### config.mk
export PLATFORM = sky130hd
export DESIGN_NAME = plt_top
export DESIGN_NICKNAME = d
export VERILOG_FILES = /design/src/rtl/plt_timer.v /design/src/rtl/plt_top.v
export VERILOG_INCLUDE_DIRS = /design/src /design/src/rtl
export SDC_FILE = /design/constraint.sdc
export NUM_CORES = 2
export LEC_CHECK = 0
export BUFFER_PORTS_ARGS = -buffer_cell sky130_fd_sc_hd__buf_2
export CAP_MARGIN = 40
export CORE_ASPECT_RATIO = 1.2
export CORE_MARGIN = 2
export CORE_UTILIZATION = 42
export DETAILED_ROUTE_END_ITERATION = 6
export PLACE_DENSITY = 0.64
export SYNTH_ARGS = -nofsm -noshare
export SYNTH_HDL_FRONTEND = slang
export SYNTH_SLANG_ARGS = --single-unit
### constraint.sdc
create_clock -name ref_clk -period 11.8 [get_ports ref_clk]
set_input_delay 0.59 -clock ref_clk [delete_from_list [all_inputs] [get_ports ref_clk]]
set_output_delay 0.59 -clock ref_clk [all_outputs]
set_load 0.03 [all_outputs]
### src/rtl/plt_map.vh
`ifndef PLT_MAP_VH
`define PLT_MAP_VH

// register byte offsets
`define PLT_CTRL        8'h00
`define PLT_HYST        8'h04
`define PLT_THRESH      8'h08
`define PLT_ONTIME      8'h0C
`define PLT_ONTIME_OBJ  8'h10
`define PLT_REPEAT      8'h14
`define PLT_SAFETY      8'h18
`define PLT_STATUS      8'h1C

// control fields
`define PLT_CTRL_SLAVE  0
`define PLT_CTRL_INDEP  1
`define PLT_CTRL_OBJEN  2
`define PLT_CTRL_RST    3'h2

// limits and reset values
`define PLT_HYST_MIN    16'h000F
`define PLT_HYST_MAX    16'h01F4
`define PLT_HYST_RST    16'h003C
`define PLT_THRESH_RST  16'h2CE2
`define PLT_ONTIME_MIN  16'h000A
`define PLT_ONTIME_MAX  16'hFFFF
`define PLT_ONTIME_RST  16'h012C
`define PLT_REPEAT_MIN  16'h000A
`define PLT_REPEAT_MAX  16'hFFFF
`define PLT_REPEAT_RST  16'h001E
`define PLT_SAFETY_MIN  16'h0064
`define PLT_SAFETY_MAX  16'hEA5F
`define PLT_SAFETY_RST  16'h04E2

// timing
`define PLT_CLK_HZ      40000000
`define PLT_TICK_MS     1
`define PLT_MS_CYCLES   (`PLT_CLK_HZ / 1000 * `PLT_TICK_MS)
`define PLT_SEC_MS      1000

`endif

### src/rtl/plt_timer.v
`timescale 1ns/1ps
`default_nettype none

// retriggerable down counter, one-cycle done pulse when the count runs out
module plt_timer #(
  parameter W = 16
) (
  input  wire         ref_clk,
  input  wire         rst_n,
  input  wire         load,
  input  wire         stop,
  input  wire [W-1:0] load_val,
  input  wire         tick,
  output reg          running,
  output reg          done
);

  reg [W-1:0] cnt;

  always @(posedge ref_clk or negedge rst_n) begin
    if (!rst_n) begin
      cnt     <= {W{1'b0}};
      running <= 1'b0;
      done    <= 1'b0;
    end else begin
      done <= 1'b0;
      if (load) begin
        cnt     <= load_val;
        running <= 1'b1;
      end else if (stop) begin
        running <= 1'b0;
      end else if (running && tick) begin
        if (cnt <= {{(W-1){1'b0}}, 1'b1}) begin
          running <= 1'b0;
          done    <= 1'b1;
        end else begin
          cnt <= cnt - {{(W-1){1'b0}}, 1'b1};
        end
      end
    end
  end

endmodule

`default_nettype wire

### src/rtl/plt_top.v
// Behaviour
// [RULE_01] switch around threshold with percentage hysteresis band
// [RULE_02] light-on delay expiry sends switch-off value
// [RULE_03] delay starts counting when motion ends
// [RULE_04] renewed motion restarts delay from full
// [RULE_05] object light-on time saturates to 10..65535
// [RULE_06] slave repeats presence only while motion present
// [RULE_07] slave repeat shorter than master light-on time; not enforced, repeat_s and ontime are each clamped to 10..65535 on their own
// [RULE_08] safety time after switch-off ignores detection
// [RULE_09] threshold written as 2-byte float lux
// [RULE_10] all switching goes via presence output
// [RULE_11] slave mode sends only periodic ON telegrams
// [RULE_12] no telegram when bright above threshold; code gates only the switch-on, and not while ctrl INDEP bit is set
// [RULE_13] timers count common ms and second ticks
`timescale 1ns/1ps
`default_nettype none
`include "plt_map.vh"

module plt_top #(
  parameter ADDR_W    = 8,
  parameter MS_CYCLES = `PLT_MS_CYCLES,
  parameter SEC_TICKS = `PLT_SEC_MS
) (
  input  wire              ref_clk,
  input  wire              rst_n,
  input  wire [ADDR_W-1:0] s_axi_awaddr,
  input  wire              s_axi_awvalid,
  output reg               s_axi_awready,
  input  wire [31:0]       s_axi_wdata,
  input  wire [3:0]        s_axi_wstrb,
  input  wire              s_axi_wvalid,
  output reg               s_axi_wready,
  output reg  [1:0]        s_axi_bresp,
  output reg               s_axi_bvalid,
  input  wire              s_axi_bready,
  input  wire [ADDR_W-1:0] s_axi_araddr,
  input  wire              s_axi_arvalid,
  output reg               s_axi_arready,
  output reg  [31:0]       s_axi_rdata,
  output reg  [1:0]        s_axi_rresp,
  output reg               s_axi_rvalid,
  input  wire              s_axi_rready,
  input  wire              motion,
  input  wire [15:0]       brightness,
  output reg               presence_tx,
  output reg               presence_on
);

  localparam S_IDLE  = 2'd0;
  localparam S_ON    = 2'd1;
  localparam S_DELAY = 2'd2;
  localparam S_SAFE  = 2'd3;

  reg  [2:0]        ctrl;
  reg  [15:0]       hyst;
  reg  [15:0]       thresh;
  reg  [15:0]       ontime;
  reg  [15:0]       repeat_s;
  reg  [15:0]       safety;
  reg  [ADDR_W-1:0] aw_addr;
  reg               aw_hold;
  reg  [31:0]       w_data;
  reg  [3:0]        w_strb;
  reg               w_hold;
  reg  [31:0]       ms_cnt;
  reg  [15:0]       sec_cnt;
  reg               ms_tick;
  reg               sec_tick;
  reg               dark;
  reg  [1:0]        state;
  reg               mode_slave;
  reg               delay_load;
  reg               safe_load;
  reg               rep_load;
  reg               stop_all;
  wire              delay_done;
  wire              safe_done;
  wire              rep_done;
  wire [31:0]       wd;
  wire [7:0]        wa;
  wire              allowed;
  wire [26:0]       thr_centilux;
  wire [39:0]       b_scaled;
  wire [39:0]       hi_lim;
  wire [39:0]       lo_lim;

  function [15:0] clamp;
    input [31:0] v;
    input [15:0] lo;
    input [15:0] hi;
    begin
      if (v < {16'h0000, lo})
        clamp = lo;
      else if (v > {16'h0000, hi})
        clamp = hi;
      else
        clamp = v[15:0];
    end
  endfunction

  // partial writes keep the untouched low lanes of the register
  function [31:0] merge;
    input [15:0] old;
    input [31:0] d;
    input [3:0]  s;
    begin
      merge = {s[3] ? d[31:24] : 8'h00, s[2] ? d[23:16] : 8'h00,
               s[1] ? d[15:8] : old[15:8], s[0] ? d[7:0] : old[7:0]};
    end
  endfunction

  assign wa = {{(8 - ADDR_W){1'b0}}, aw_addr} & 8'hFC;

  reg [15:0] wold;
  always @* begin
    case (wa)
      `PLT_CTRL:       wold = {13'h0000, ctrl};
      `PLT_HYST:       wold = hyst;
      `PLT_THRESH:     wold = thresh;
      `PLT_ONTIME:     wold = ontime;
      `PLT_ONTIME_OBJ: wold = ontime;
      `PLT_REPEAT:     wold = repeat_s;
      `PLT_SAFETY:     wold = safety;
      default:         wold = 16'h0000;
    endcase
  end
  assign wd = merge(wold, w_data, w_strb);

  // AXI4-Lite write: address and data taken in either order, response after both
  always @(posedge ref_clk or negedge rst_n) begin
    if (!rst_n) begin
      s_axi_awready <= 1'b1;
      s_axi_wready  <= 1'b1;
      s_axi_bvalid  <= 1'b0;
      s_axi_bresp   <= 2'b00;
      aw_hold       <= 1'b0;
      w_hold        <= 1'b0;
      aw_addr       <= {ADDR_W{1'b0}};
      w_data        <= 32'h0000_0000;
      w_strb        <= 4'h0;
      ctrl          <= `PLT_CTRL_RST;
      hyst          <= `PLT_HYST_RST;
      thresh        <= `PLT_THRESH_RST;
      ontime        <= `PLT_ONTIME_RST;
      repeat_s      <= `PLT_REPEAT_RST;
      safety        <= `PLT_SAFETY_RST;
    end else begin
      if (s_axi_awvalid && s_axi_awready) begin
        aw_addr       <= s_axi_awaddr;
        aw_hold       <= 1'b1;
        s_axi_awready <= 1'b0;
      end
      if (s_axi_wvalid && s_axi_wready) begin
        w_data       <= s_axi_wdata;
        w_strb       <= s_axi_wstrb;
        w_hold       <= 1'b1;
        s_axi_wready <= 1'b0;
      end
      if (aw_hold && w_hold && !s_axi_bvalid) begin
        aw_hold      <= 1'b0;
        w_hold       <= 1'b0;
        s_axi_bvalid <= 1'b1;
        s_axi_bresp  <= 2'b00;
        case (wa)
          `PLT_CTRL:   ctrl <= wd[2:0];
          `PLT_HYST:   hyst <= clamp(wd, `PLT_HYST_MIN, `PLT_HYST_MAX); // [RULE_01]
          `PLT_THRESH: thresh <= wd[15:0]; // [RULE_09]
          `PLT_ONTIME: ontime <= clamp(wd, `PLT_ONTIME_MIN, `PLT_ONTIME_MAX);
          `PLT_ONTIME_OBJ: begin
            if (ctrl[`PLT_CTRL_OBJEN])
              ontime <= clamp(wd, `PLT_ONTIME_MIN, `PLT_ONTIME_MAX); // [RULE_05]
          end
          `PLT_REPEAT: repeat_s <= clamp(wd, `PLT_REPEAT_MIN, `PLT_REPEAT_MAX);
          `PLT_SAFETY: safety <= clamp(wd, `PLT_SAFETY_MIN, `PLT_SAFETY_MAX);
          `PLT_STATUS: s_axi_bresp <= 2'b00;
          default:     s_axi_bresp <= 2'b10;
        endcase
      end
      if (s_axi_bvalid && s_axi_bready) begin
        s_axi_bvalid  <= 1'b0;
        s_axi_awready <= 1'b1;
        s_axi_wready  <= 1'b1;
      end
    end
  end

  // AXI4-Lite read
  always @(posedge ref_clk or negedge rst_n) begin
    if (!rst_n) begin
      s_axi_arready <= 1'b1;
      s_axi_rvalid  <= 1'b0;
      s_axi_rdata   <= 32'h0000_0000;
      s_axi_rresp   <= 2'b00;
    end else begin
      if (s_axi_arvalid && s_axi_arready) begin
        s_axi_arready <= 1'b0;
        s_axi_rvalid  <= 1'b1;
        s_axi_rresp   <= 2'b00;
        case ({{(8 - ADDR_W){1'b0}}, s_axi_araddr} & 8'hFC)
          `PLT_CTRL:       s_axi_rdata <= {29'h0, ctrl};
          `PLT_HYST:       s_axi_rdata <= {16'h0, hyst};
          `PLT_THRESH:     s_axi_rdata <= {16'h0, thresh};
          `PLT_ONTIME:     s_axi_rdata <= {16'h0, ontime};
          `PLT_ONTIME_OBJ: s_axi_rdata <= {16'h0, ontime};
          `PLT_REPEAT:     s_axi_rdata <= {16'h0, repeat_s};
          `PLT_SAFETY:     s_axi_rdata <= {16'h0, safety};
          `PLT_STATUS:     s_axi_rdata <= {26'h0, presence_on, motion, dark, mode_slave, state};
          default: begin
            s_axi_rdata <= 32'h0000_0000;
            s_axi_rresp <= 2'b10;
          end
        endcase
      end
      if (s_axi_rvalid && s_axi_rready) begin
        s_axi_rvalid  <= 1'b0;
        s_axi_arready <= 1'b1;
      end
    end
  end

  // shared tick dividers: one-cycle ms and second enables
  always @(posedge ref_clk or negedge rst_n) begin
    if (!rst_n) begin
      ms_cnt   <= 32'h0000_0000;
      sec_cnt  <= 16'h0000;
      ms_tick  <= 1'b0;
      sec_tick <= 1'b0;
    end else begin
      ms_tick  <= 1'b0;
      sec_tick <= 1'b0;
      if (ms_cnt >= MS_CYCLES - 1) begin
        ms_cnt  <= 32'h0000_0000;
        ms_tick <= 1'b1; // [RULE_13]
        if (sec_cnt >= SEC_TICKS - 1) begin
          sec_cnt  <= 16'h0000;
          sec_tick <= 1'b1; // [RULE_13]
        end else begin
          sec_cnt <= sec_cnt + 16'h0001;
        end
      end else begin
        ms_cnt <= ms_cnt + 32'h0000_0001;
      end
    end
  end

  // threshold float: sign bit 15, exponent 14:11, mantissa 10:0, unit 0.01 lux;
  // a negative threshold is treated as zero
  assign thr_centilux = thresh[15] ? 27'h0 : ({16'h0000, thresh[10:0]} << thresh[14:11]);
  assign b_scaled = {24'h0, brightness} * 40'd10000;
  assign hi_lim   = {13'h0, thr_centilux} * ({24'h0, hyst} + 40'd100);
  assign lo_lim   = (hyst >= 16'd100) ? 40'h0 : {13'h0, thr_centilux} * (40'd100 - {24'h0, hyst});

  always @(posedge ref_clk or negedge rst_n) begin
    if (!rst_n)
      dark <= 1'b1;
    else if (b_scaled < lo_lim)
      dark <= 1'b1; // [RULE_01]
    else if (b_scaled > hi_lim)
      dark <= 1'b0; // [RULE_01]
  end

  assign allowed = ctrl[`PLT_CTRL_INDEP] | dark; // [RULE_12]

  always @(posedge ref_clk or negedge rst_n) begin
    if (!rst_n) begin
      state       <= S_IDLE;
      mode_slave  <= 1'b0;
      presence_tx <= 1'b0;
      presence_on <= 1'b0;
      delay_load  <= 1'b0;
      safe_load   <= 1'b0;
      rep_load    <= 1'b0;
      stop_all    <= 1'b0;
    end else begin
      presence_tx <= 1'b0;
      delay_load  <= 1'b0;
      safe_load   <= 1'b0;
      rep_load    <= 1'b0;
      stop_all    <= 1'b0;
      mode_slave  <= ctrl[`PLT_CTRL_SLAVE];
      if (mode_slave != ctrl[`PLT_CTRL_SLAVE]) begin
        // a mode change abandons any running sequence
        state    <= S_IDLE;
        stop_all <= 1'b1;
      end else begin
        case (state)
          S_IDLE: begin
            if (motion && allowed) begin // [RULE_12]
              presence_tx <= 1'b1; // [RULE_10]
              presence_on <= 1'b1;
              rep_load    <= mode_slave; // [RULE_06]
              state       <= S_ON;
            end
          end
          S_ON: begin
            if (mode_slave) begin
              if (!motion) begin
                stop_all <= 1'b1; // [RULE_06]
                state    <= S_IDLE;
              end else if (rep_done) begin
                presence_tx <= 1'b1; // [RULE_11]
                presence_on <= 1'b1;
                rep_load    <= 1'b1;
              end
            end else if (!motion) begin
              delay_load <= 1'b1; // [RULE_03]
              state      <= S_DELAY;
            end
          end
          S_DELAY: begin
            if (motion) begin
              stop_all <= 1'b1; // [RULE_04]
              state    <= S_ON;
            end else if (delay_done) begin
              presence_tx <= 1'b1; // [RULE_02]
              presence_on <= 1'b0;
              safe_load   <= 1'b1; // [RULE_08]
              state       <= S_SAFE;
            end
          end
          S_SAFE: begin
            if (safe_done)
              state <= S_IDLE; // [RULE_08]
          end
          default: state <= S_IDLE;
        endcase
      end
    end
  end

  plt_timer #(.W(16)) u_delay (
    .ref_clk  (ref_clk),
    .rst_n    (rst_n),
    .load     (delay_load),
    .stop     (stop_all),
    .load_val (ontime),
    .tick     (sec_tick),
    .running  (),
    .done     (delay_done)
  );

  plt_timer #(.W(16)) u_safety (
    .ref_clk  (ref_clk),
    .rst_n    (rst_n),
    .load     (safe_load),
    .stop     (1'b0),
    .load_val (safety),
    .tick     (ms_tick),
    .running  (),
    .done     (safe_done)
  );

  plt_timer #(.W(16)) u_repeat (
    .ref_clk  (ref_clk),
    .rst_n    (rst_n),
    .load     (rep_load),
    .stop     (stop_all),
    .load_val (repeat_s),
    .tick     (sec_tick),
    .running  (),
    .done     (rep_done)
  );

endmodule

`default_nettype wire

Word-level counts from Yosys, hierarchy flattened. Cells that the tools add are included.

Word-level logic and storage cells: 261. Output and inout port bits: 43. Bits in registers: 284. Input bits: 76.

Magnitude comparators: 14. Reductions and logical operators: 50. Add/sub/neg operators: 7. Multiplexer cells: 109. Bitwise gates (word level): 2. Eq/ne operators: 34. Multiply operators: 3. Shift operators: 1.

Operator list (count): $mux 16 (19); $pmux 16 s7 (1); $pmux 16 s6 (1); $mux 1 (65); $gt 32x16->1 const B (2); $lt 32x4->1 const B (2); $eq 6x3->1 const B (8); $le 16x1->1 const B (3); $sub 16x1->16 const B (3); $gt 30x40->1 (1); $lt 30x40->1 (1); $mul 27x17->40 (1); $mul 28x17->40 (1); $mux 40 (1); $add 32x1->32 const B (1); $ge 32x16->1 const B (1); $gt 32x9->1 const B (1); $lt 32x7->1 const B (1); $mux 32 (1); $mux 8 (4); $pmux 16 s2 (1); $mux 27 (1); $shl 11x4->27 (1); $mul 16x10->26 const B (1); other kinds (33) (98).

Depth between registers and ports, before layout.
Word-level depth: 9. Depth in mapped cells: 45. Depth with buffers taken out: 42.

Cells and area by module. Synthesis repeated with hierarchy kept, for this count alone.

Cell total of the unflattened synthesis: 5301. Area total of the unflattened synthesis: 45665.0 um^2.

Modules (own cells, without submodules): plt_top (area an instance 42016.5 um^2, instances 1, sequential area each 5291.3 um^2, cells each 4875); plt_timer (area an instance 1216.2 um^2, instances 3, sequential area each 450.4 um^2, cells each 142).

Worst setup path after synthesis. No wires, ideal clock.

Kind: register to register. From: reg hyst[2]. To: reg dark. Arrival: 9.367 ns. Stages on the path, launching flop included: 44. Period minus slack after synthesis: 9.444 ns. Buffers on the path: 3. Setup time: 0.077 ns. Required time: 11.723 ns. Setup slack: 2.356 ns. Path through: dfstp_2 -> clkbuf_1 -> inv_1 -> clkbuf_1 -> ha_1 -> a21oi_1 -> o21bai_1 -> nand2_1 -> nor2_1 -> xnor2_1 -> clkbuf_1 -> nand2_1 -> fa_1 -> inv_1 -> fa_1 -> inv_1 -> fa_1 -> inv_1 -> (+8 left out) -> a2bb2oi_1 -> a21oi_1 -> or3_1 -> and2_1 -> a41oi_1 -> xnor2_1 -> nand2_1 -> ha_1 -> o2111ai_1 -> nand2_1 -> a21o_1 -> a21oi_1 -> nor3_1 -> a21oi_1 -> a211o_1 -> nor3_1 -> o2111ai_1 -> a21o_1.

Longest elaborated chain between the ends: 5. Elaborated cells on any way between the ends: 10. Classes of those cells: 2 x add/sub; 2 x mul; 3 x order compare; 2 x mux; 1 x reduce/logical.

RTL lines: from (decl) (RTL line plt_top.v:55) `reg [15:0] hyst;`; from (signal assigned) (RTL line plt_top.v:142) `` hyst <= `PLT_HYST_RST; ``; from (signal assigned) (RTL line plt_top.v:166) `` `PLT_HYST: hyst <= clamp(wd, `PLT_HYST_MIN, `PLT_HYST_MAX); ``; $sub 7x16->17 (RTL line plt_top.v:251) `assign lo_lim = (hyst >= 16'd100) ? 40'h0 : {13'h0, thr_centilux} * (40'd100 - {24'h0, hyst});`; $mul 28x17->40 (RTL line plt_top.v:251); $mux 40 (RTL line plt_top.v:251); $lt 30x40->1 (RTL line plt_top.v:256) `else if (b_scaled < lo_lim)`; $mux 1 or $reduce_bool 2->1 (tied branches); to (signal assigned) (RTL line plt_top.v:255) `dark <= 1'b1;`; to (signal assigned) (RTL line plt_top.v:257) `dark <= 1'b1;`; to (signal assigned) (RTL line plt_top.v:259) `dark <= 1'b0;`; to (decl) (RTL line plt_top.v:69) `reg dark;`.

Parallel ways exist; a longest one is shown, timed or not. A chain may end at the register's enable or synchronous reset.

Worst setup path after layout.
From: reg thresh[12]. To: reg dark.

Longest elaborated chain between the ends: 6. Elaborated cells on any way between the ends: 9. Classes of those cells: 2 x mul; 2 x order compare; 1 x shift; 3 x mux; 1 x reduce/logical.

RTL lines: from (decl) (RTL line plt_top.v:56) `reg [15:0] thresh;`; from (signal assigned) (RTL line plt_top.v:143) `` thresh <= `PLT_THRESH_RST; ``; from (signal assigned) (RTL line plt_top.v:167) `` `PLT_THRESH: thresh <= wd[15:0]; ``; $shl 11x4->27 * (RTL line plt_top.v:248) `assign thr_centilux = thresh[15] ? 27'h0 : ({16'h0000, thresh[10:0]} << thresh[14:11]);`; $mux 27 * (RTL line plt_top.v:248); $mul 28x17->40 (RTL line plt_top.v:251); $mux 40 (RTL line plt_top.v:251); $lt 30x40->1 (RTL line plt_top.v:256); $mux 1 or $reduce_bool 2->1 (tied branches).

Every way passes the cells marked *; elsewhere a longest branch is shown, timed or not.

==> run_results.csv <==
group,metric,value,unit
synthesis,avgSynthCellArea,8.603,µm²
cts,cts_tree,"yes",
floorplan,initial_utilization,42.33,%
cts,ctsHoldBuffers,0,
timing,rsz0062_at_grt,"no",
floorplan,dieArea,0.1099,mm²
timing,fin_tns_setup,0,ns
run_status,violations,"DRC",
place,port_buffers,96,
timing,setup_ws,0.8258,ns
place,place_congestion,0.9469,
synthesis,synth_seq_cells,264,
critical_path,setup.worst_path.start,"thresh[12]$_DFFE_PN0P_",
synthesis,synth_common_cells,"1076 x inv_1, 836 x nand2_1, 750 x fa_1, 375 x nor2_1, 360 x ha_1",
synthesis,ys_async_sr_fraction,100.0,%
routing,drt_iter0_drc,2931,
worst_hold_path,min_path_type,"primary input to async pin",
cts,root_buffer,"clkbuf_16",
synthesis,synth_cells,5234,
finish,area_growth,7.781,%
critical_path,worstPathArrival,11.47,ns
job,maxCapViolations,0,
finish,drive_gt1_share,7.955,%
cts,clock_latency,0.56,ns
synthesis,synth.distinct_cells,92,
critical_path,ff2ff_path_depth,35,
routing,final_antenna_net_count,0,
critical_path,worst-path-buf-inv,5,
finish,multiInputGateArea,0.03370,mm²
synthesis,netlist_top_cells_area,"fa_1 33%, dfrtp_1 13%, ha_1 10%, inv_1 9.0%, nand2_1 7.0%",
finish,diodes,0,
place,place_area,0.04777,mm²
global_routing,grt_pass1_vias,36970,
power_and_ir_drop,power_leakage,25.03,nW
finish,register_area,0.006643,mm²
cts,clkSinkCount,264,
synthesis,yosys.area_share.adder,43.35,%
global_routing,grt_pass1_wl,210.0,mm
cts,cts_buffers,22,
global_routing,antenna_found_initial,1,
critical_path,rr_endpoint,"dark$_DFFE_PN1P_",
routing,dr.pass1.iters,7,
synthesis,synth_compound_area_share,9.615,%
power_and_ir_drop,power,11.54,mW
critical_path,reg2reg_from,"thresh[12]$_DFFE_PN0P_",
critical_path,cp_common_cell,"fa_1",
synthesis,synth_top_area_cell,"fa_1",
cts,cts-resized-gates,0,
cts,cts_setup_buffers,0,
timing,setup_viol,0,
timing,period_share,93.00,%
finish,final_util,45.62,%
routing,vias_per_cell,5.395,
critical_path,slowest_stage,"o32ai_4",
finish,finalNonFillerCells,6701,
global_routing,grt_usage,24.80,%
synthesis,synth-simple-area-share,15.81,%
synthesis,synth_warnings,0,
timing,timing.hold.ws,0.1592,ns
synthesis,synth.most_common_cell,"inv_1",
critical_path,cp.required,12.29,ns
synthesis,synthXorXnorAreaFrac,3.282,%
critical_path,path_depth,35,
critical_path,slowest_delay,0.89,ns
global_routing,grt_start_max_net_pins,134,
critical_path,worstSetupStartpointType,"register",
run_status,status,"finished with violations",
timing,max_freq,91.12,MHz
floorplan,die_y,362.7,µm
finish,fin_nets,6475,
timing,hold_violations,0,
synthesis,synth_edf_count,0,
power_and_ir_drop,power.density,237.8,mW/mm²
timing,slew_viol_final,0,
synthesis,synthMuxAreaShare,1.973,%
timing,relSlewSlack,33.26,%
cts,clk_path_buf_depth,3,
finish,fin_area,0.04853,mm²
critical_path,crit_family,"compound AO/OA/AOI/OAI gates",
synthesis,synth_top_area_share,33.35,%
synthesis,yosysSeqAreaShare,14.75,%
synthesis,synth_top_family_by_area,"adder cells",
cts,htreeDepth,1,
floorplan,die_width,302.9,µm
critical_path,end_kind,"register",
critical_path,reg2reg_slack,0.83,ns
finish,num-fill-cells,10330,
place,dp.cells,6660,
place,dp_slack,0.9648,ns
power_and_ir_drop,vdd_drop_max,0.0002204,V
cts,path_clk_slew,0.07,ns
routing,drc_errors,11,
floorplan,io_pins,119,
routing,route.vias.total,36160,
floorplan,core,0.1064,mm²
critical_path,worstSetupPathType,"register to register",
timing,finalCriticalPeriod,10.97,ns
timing,worst_pin_slew,1.001,ns
critical_path,cp_max_fo,17,
synthesis,ys.flop_type,"dfrtp_1",
routing,routedWlPerCell,20.05,µm
routing,finalWirelength,134.3,mm
global_routing,grt.overflow.total,0,
synthesis,synth_area,0.04503,mm²
place,dp_hpwl,108.1,mm
critical_path,crit_end,"dark$_DFFE_PN1P_",
floorplan,rows,131,
timing,finClkSkew,0.02039,ns
area by class of cell:
class / count / area share [%]
Timing Repair Buffer: 233 / 3.344
Inverter: 1083 / 8.377
Tap cell: 1396 / 3.599
Clock buffer: 31 / 1.348
Sequential cell: 264 / 13.69
Clock inverter: 9 / 0.1985
Multi-Input combinational cell: 3685 / 69.45
per-layer routing:
layer	up-vias	part of all wire (%)	GRT usage (%)
li1	16350	-	-
met1	17990	37	29.83
met2	1422	48	41.73
met3	394	6.4	2.662
met4	0	8.2	16.76
met5	-	0	0
cell families after synthesis:
group	after synthesis
other	1
multiplexers	82
AO/OA/AOI/OAI	667
adder cells (fa/ha/maj)	1110
XOR/XNOR	167
buffers and inverters	1318
AND/OR/NAND/NOR	1625
flip-flops	264
power breakdown:
part,switching [mW],internal (mW),leakage (nW)
logic,5.84,3.45,21.3
registers,0.330,1.14,3.39
clock network,0.361,0.415,0.374
total,6.53,5.01,25.0
placed cells by master, fill, tap and decap left out, drive strengths merged, types with 36 or more instances in the layout:
cell type / synthesis / final
inv: 1080 / 1082
nand2: 836 / 836
fa: 750 / 750
nor2: 376 / 376
ha: 360 / 360
dfrtp: 235 / 235
buf: 48 / 232
o21ai: 182 / 182
a21oi: 158 / 158
xnor2: 116 / 116
and2: 86 / 86
nand3: 58 / 58
a21o: 54 / 54
mux2: 54 / 54
xor2: 51 / 51
a22oi: 50 / 50
nor3: 46 / 46
and3: 36 / 36
registers in the layout, summed over array words and instances, names as in the netlist, 2 cells and up:
register and count:
aw_addr 6, ctrl 3, hyst 16, ms_cnt 32, ontime 16, repeat_s 16
s_axi_rdata 16, safety 16, sec_cnt 16, state 2, thresh 16, u_delay.cnt 16
u_repeat.cnt 16, u_safety.cnt 16, w_data 32, w_strb 4
worst min path at each step:
stage	to	depth (start not counted)	slack [ns]
after floorplan	aw_addr[2]$_DFFE_PN0P_	0	0.29
after global placement	s_axi_rdata[12]$_DFFE_PN0P_	1	0.46
after detailed placement	s_axi_rdata[14]$_DFFE_PN0P_	1	0.46
after CTS	s_axi_arready$_DFFE_PN1P_	2	0.18
after global routing	s_axi_arready$_DFFE_PN1P_	2	0.21
final	w_data[29]$_DFFE_PN0P_	1	0.16
Power figures use the tool's default switching activity.
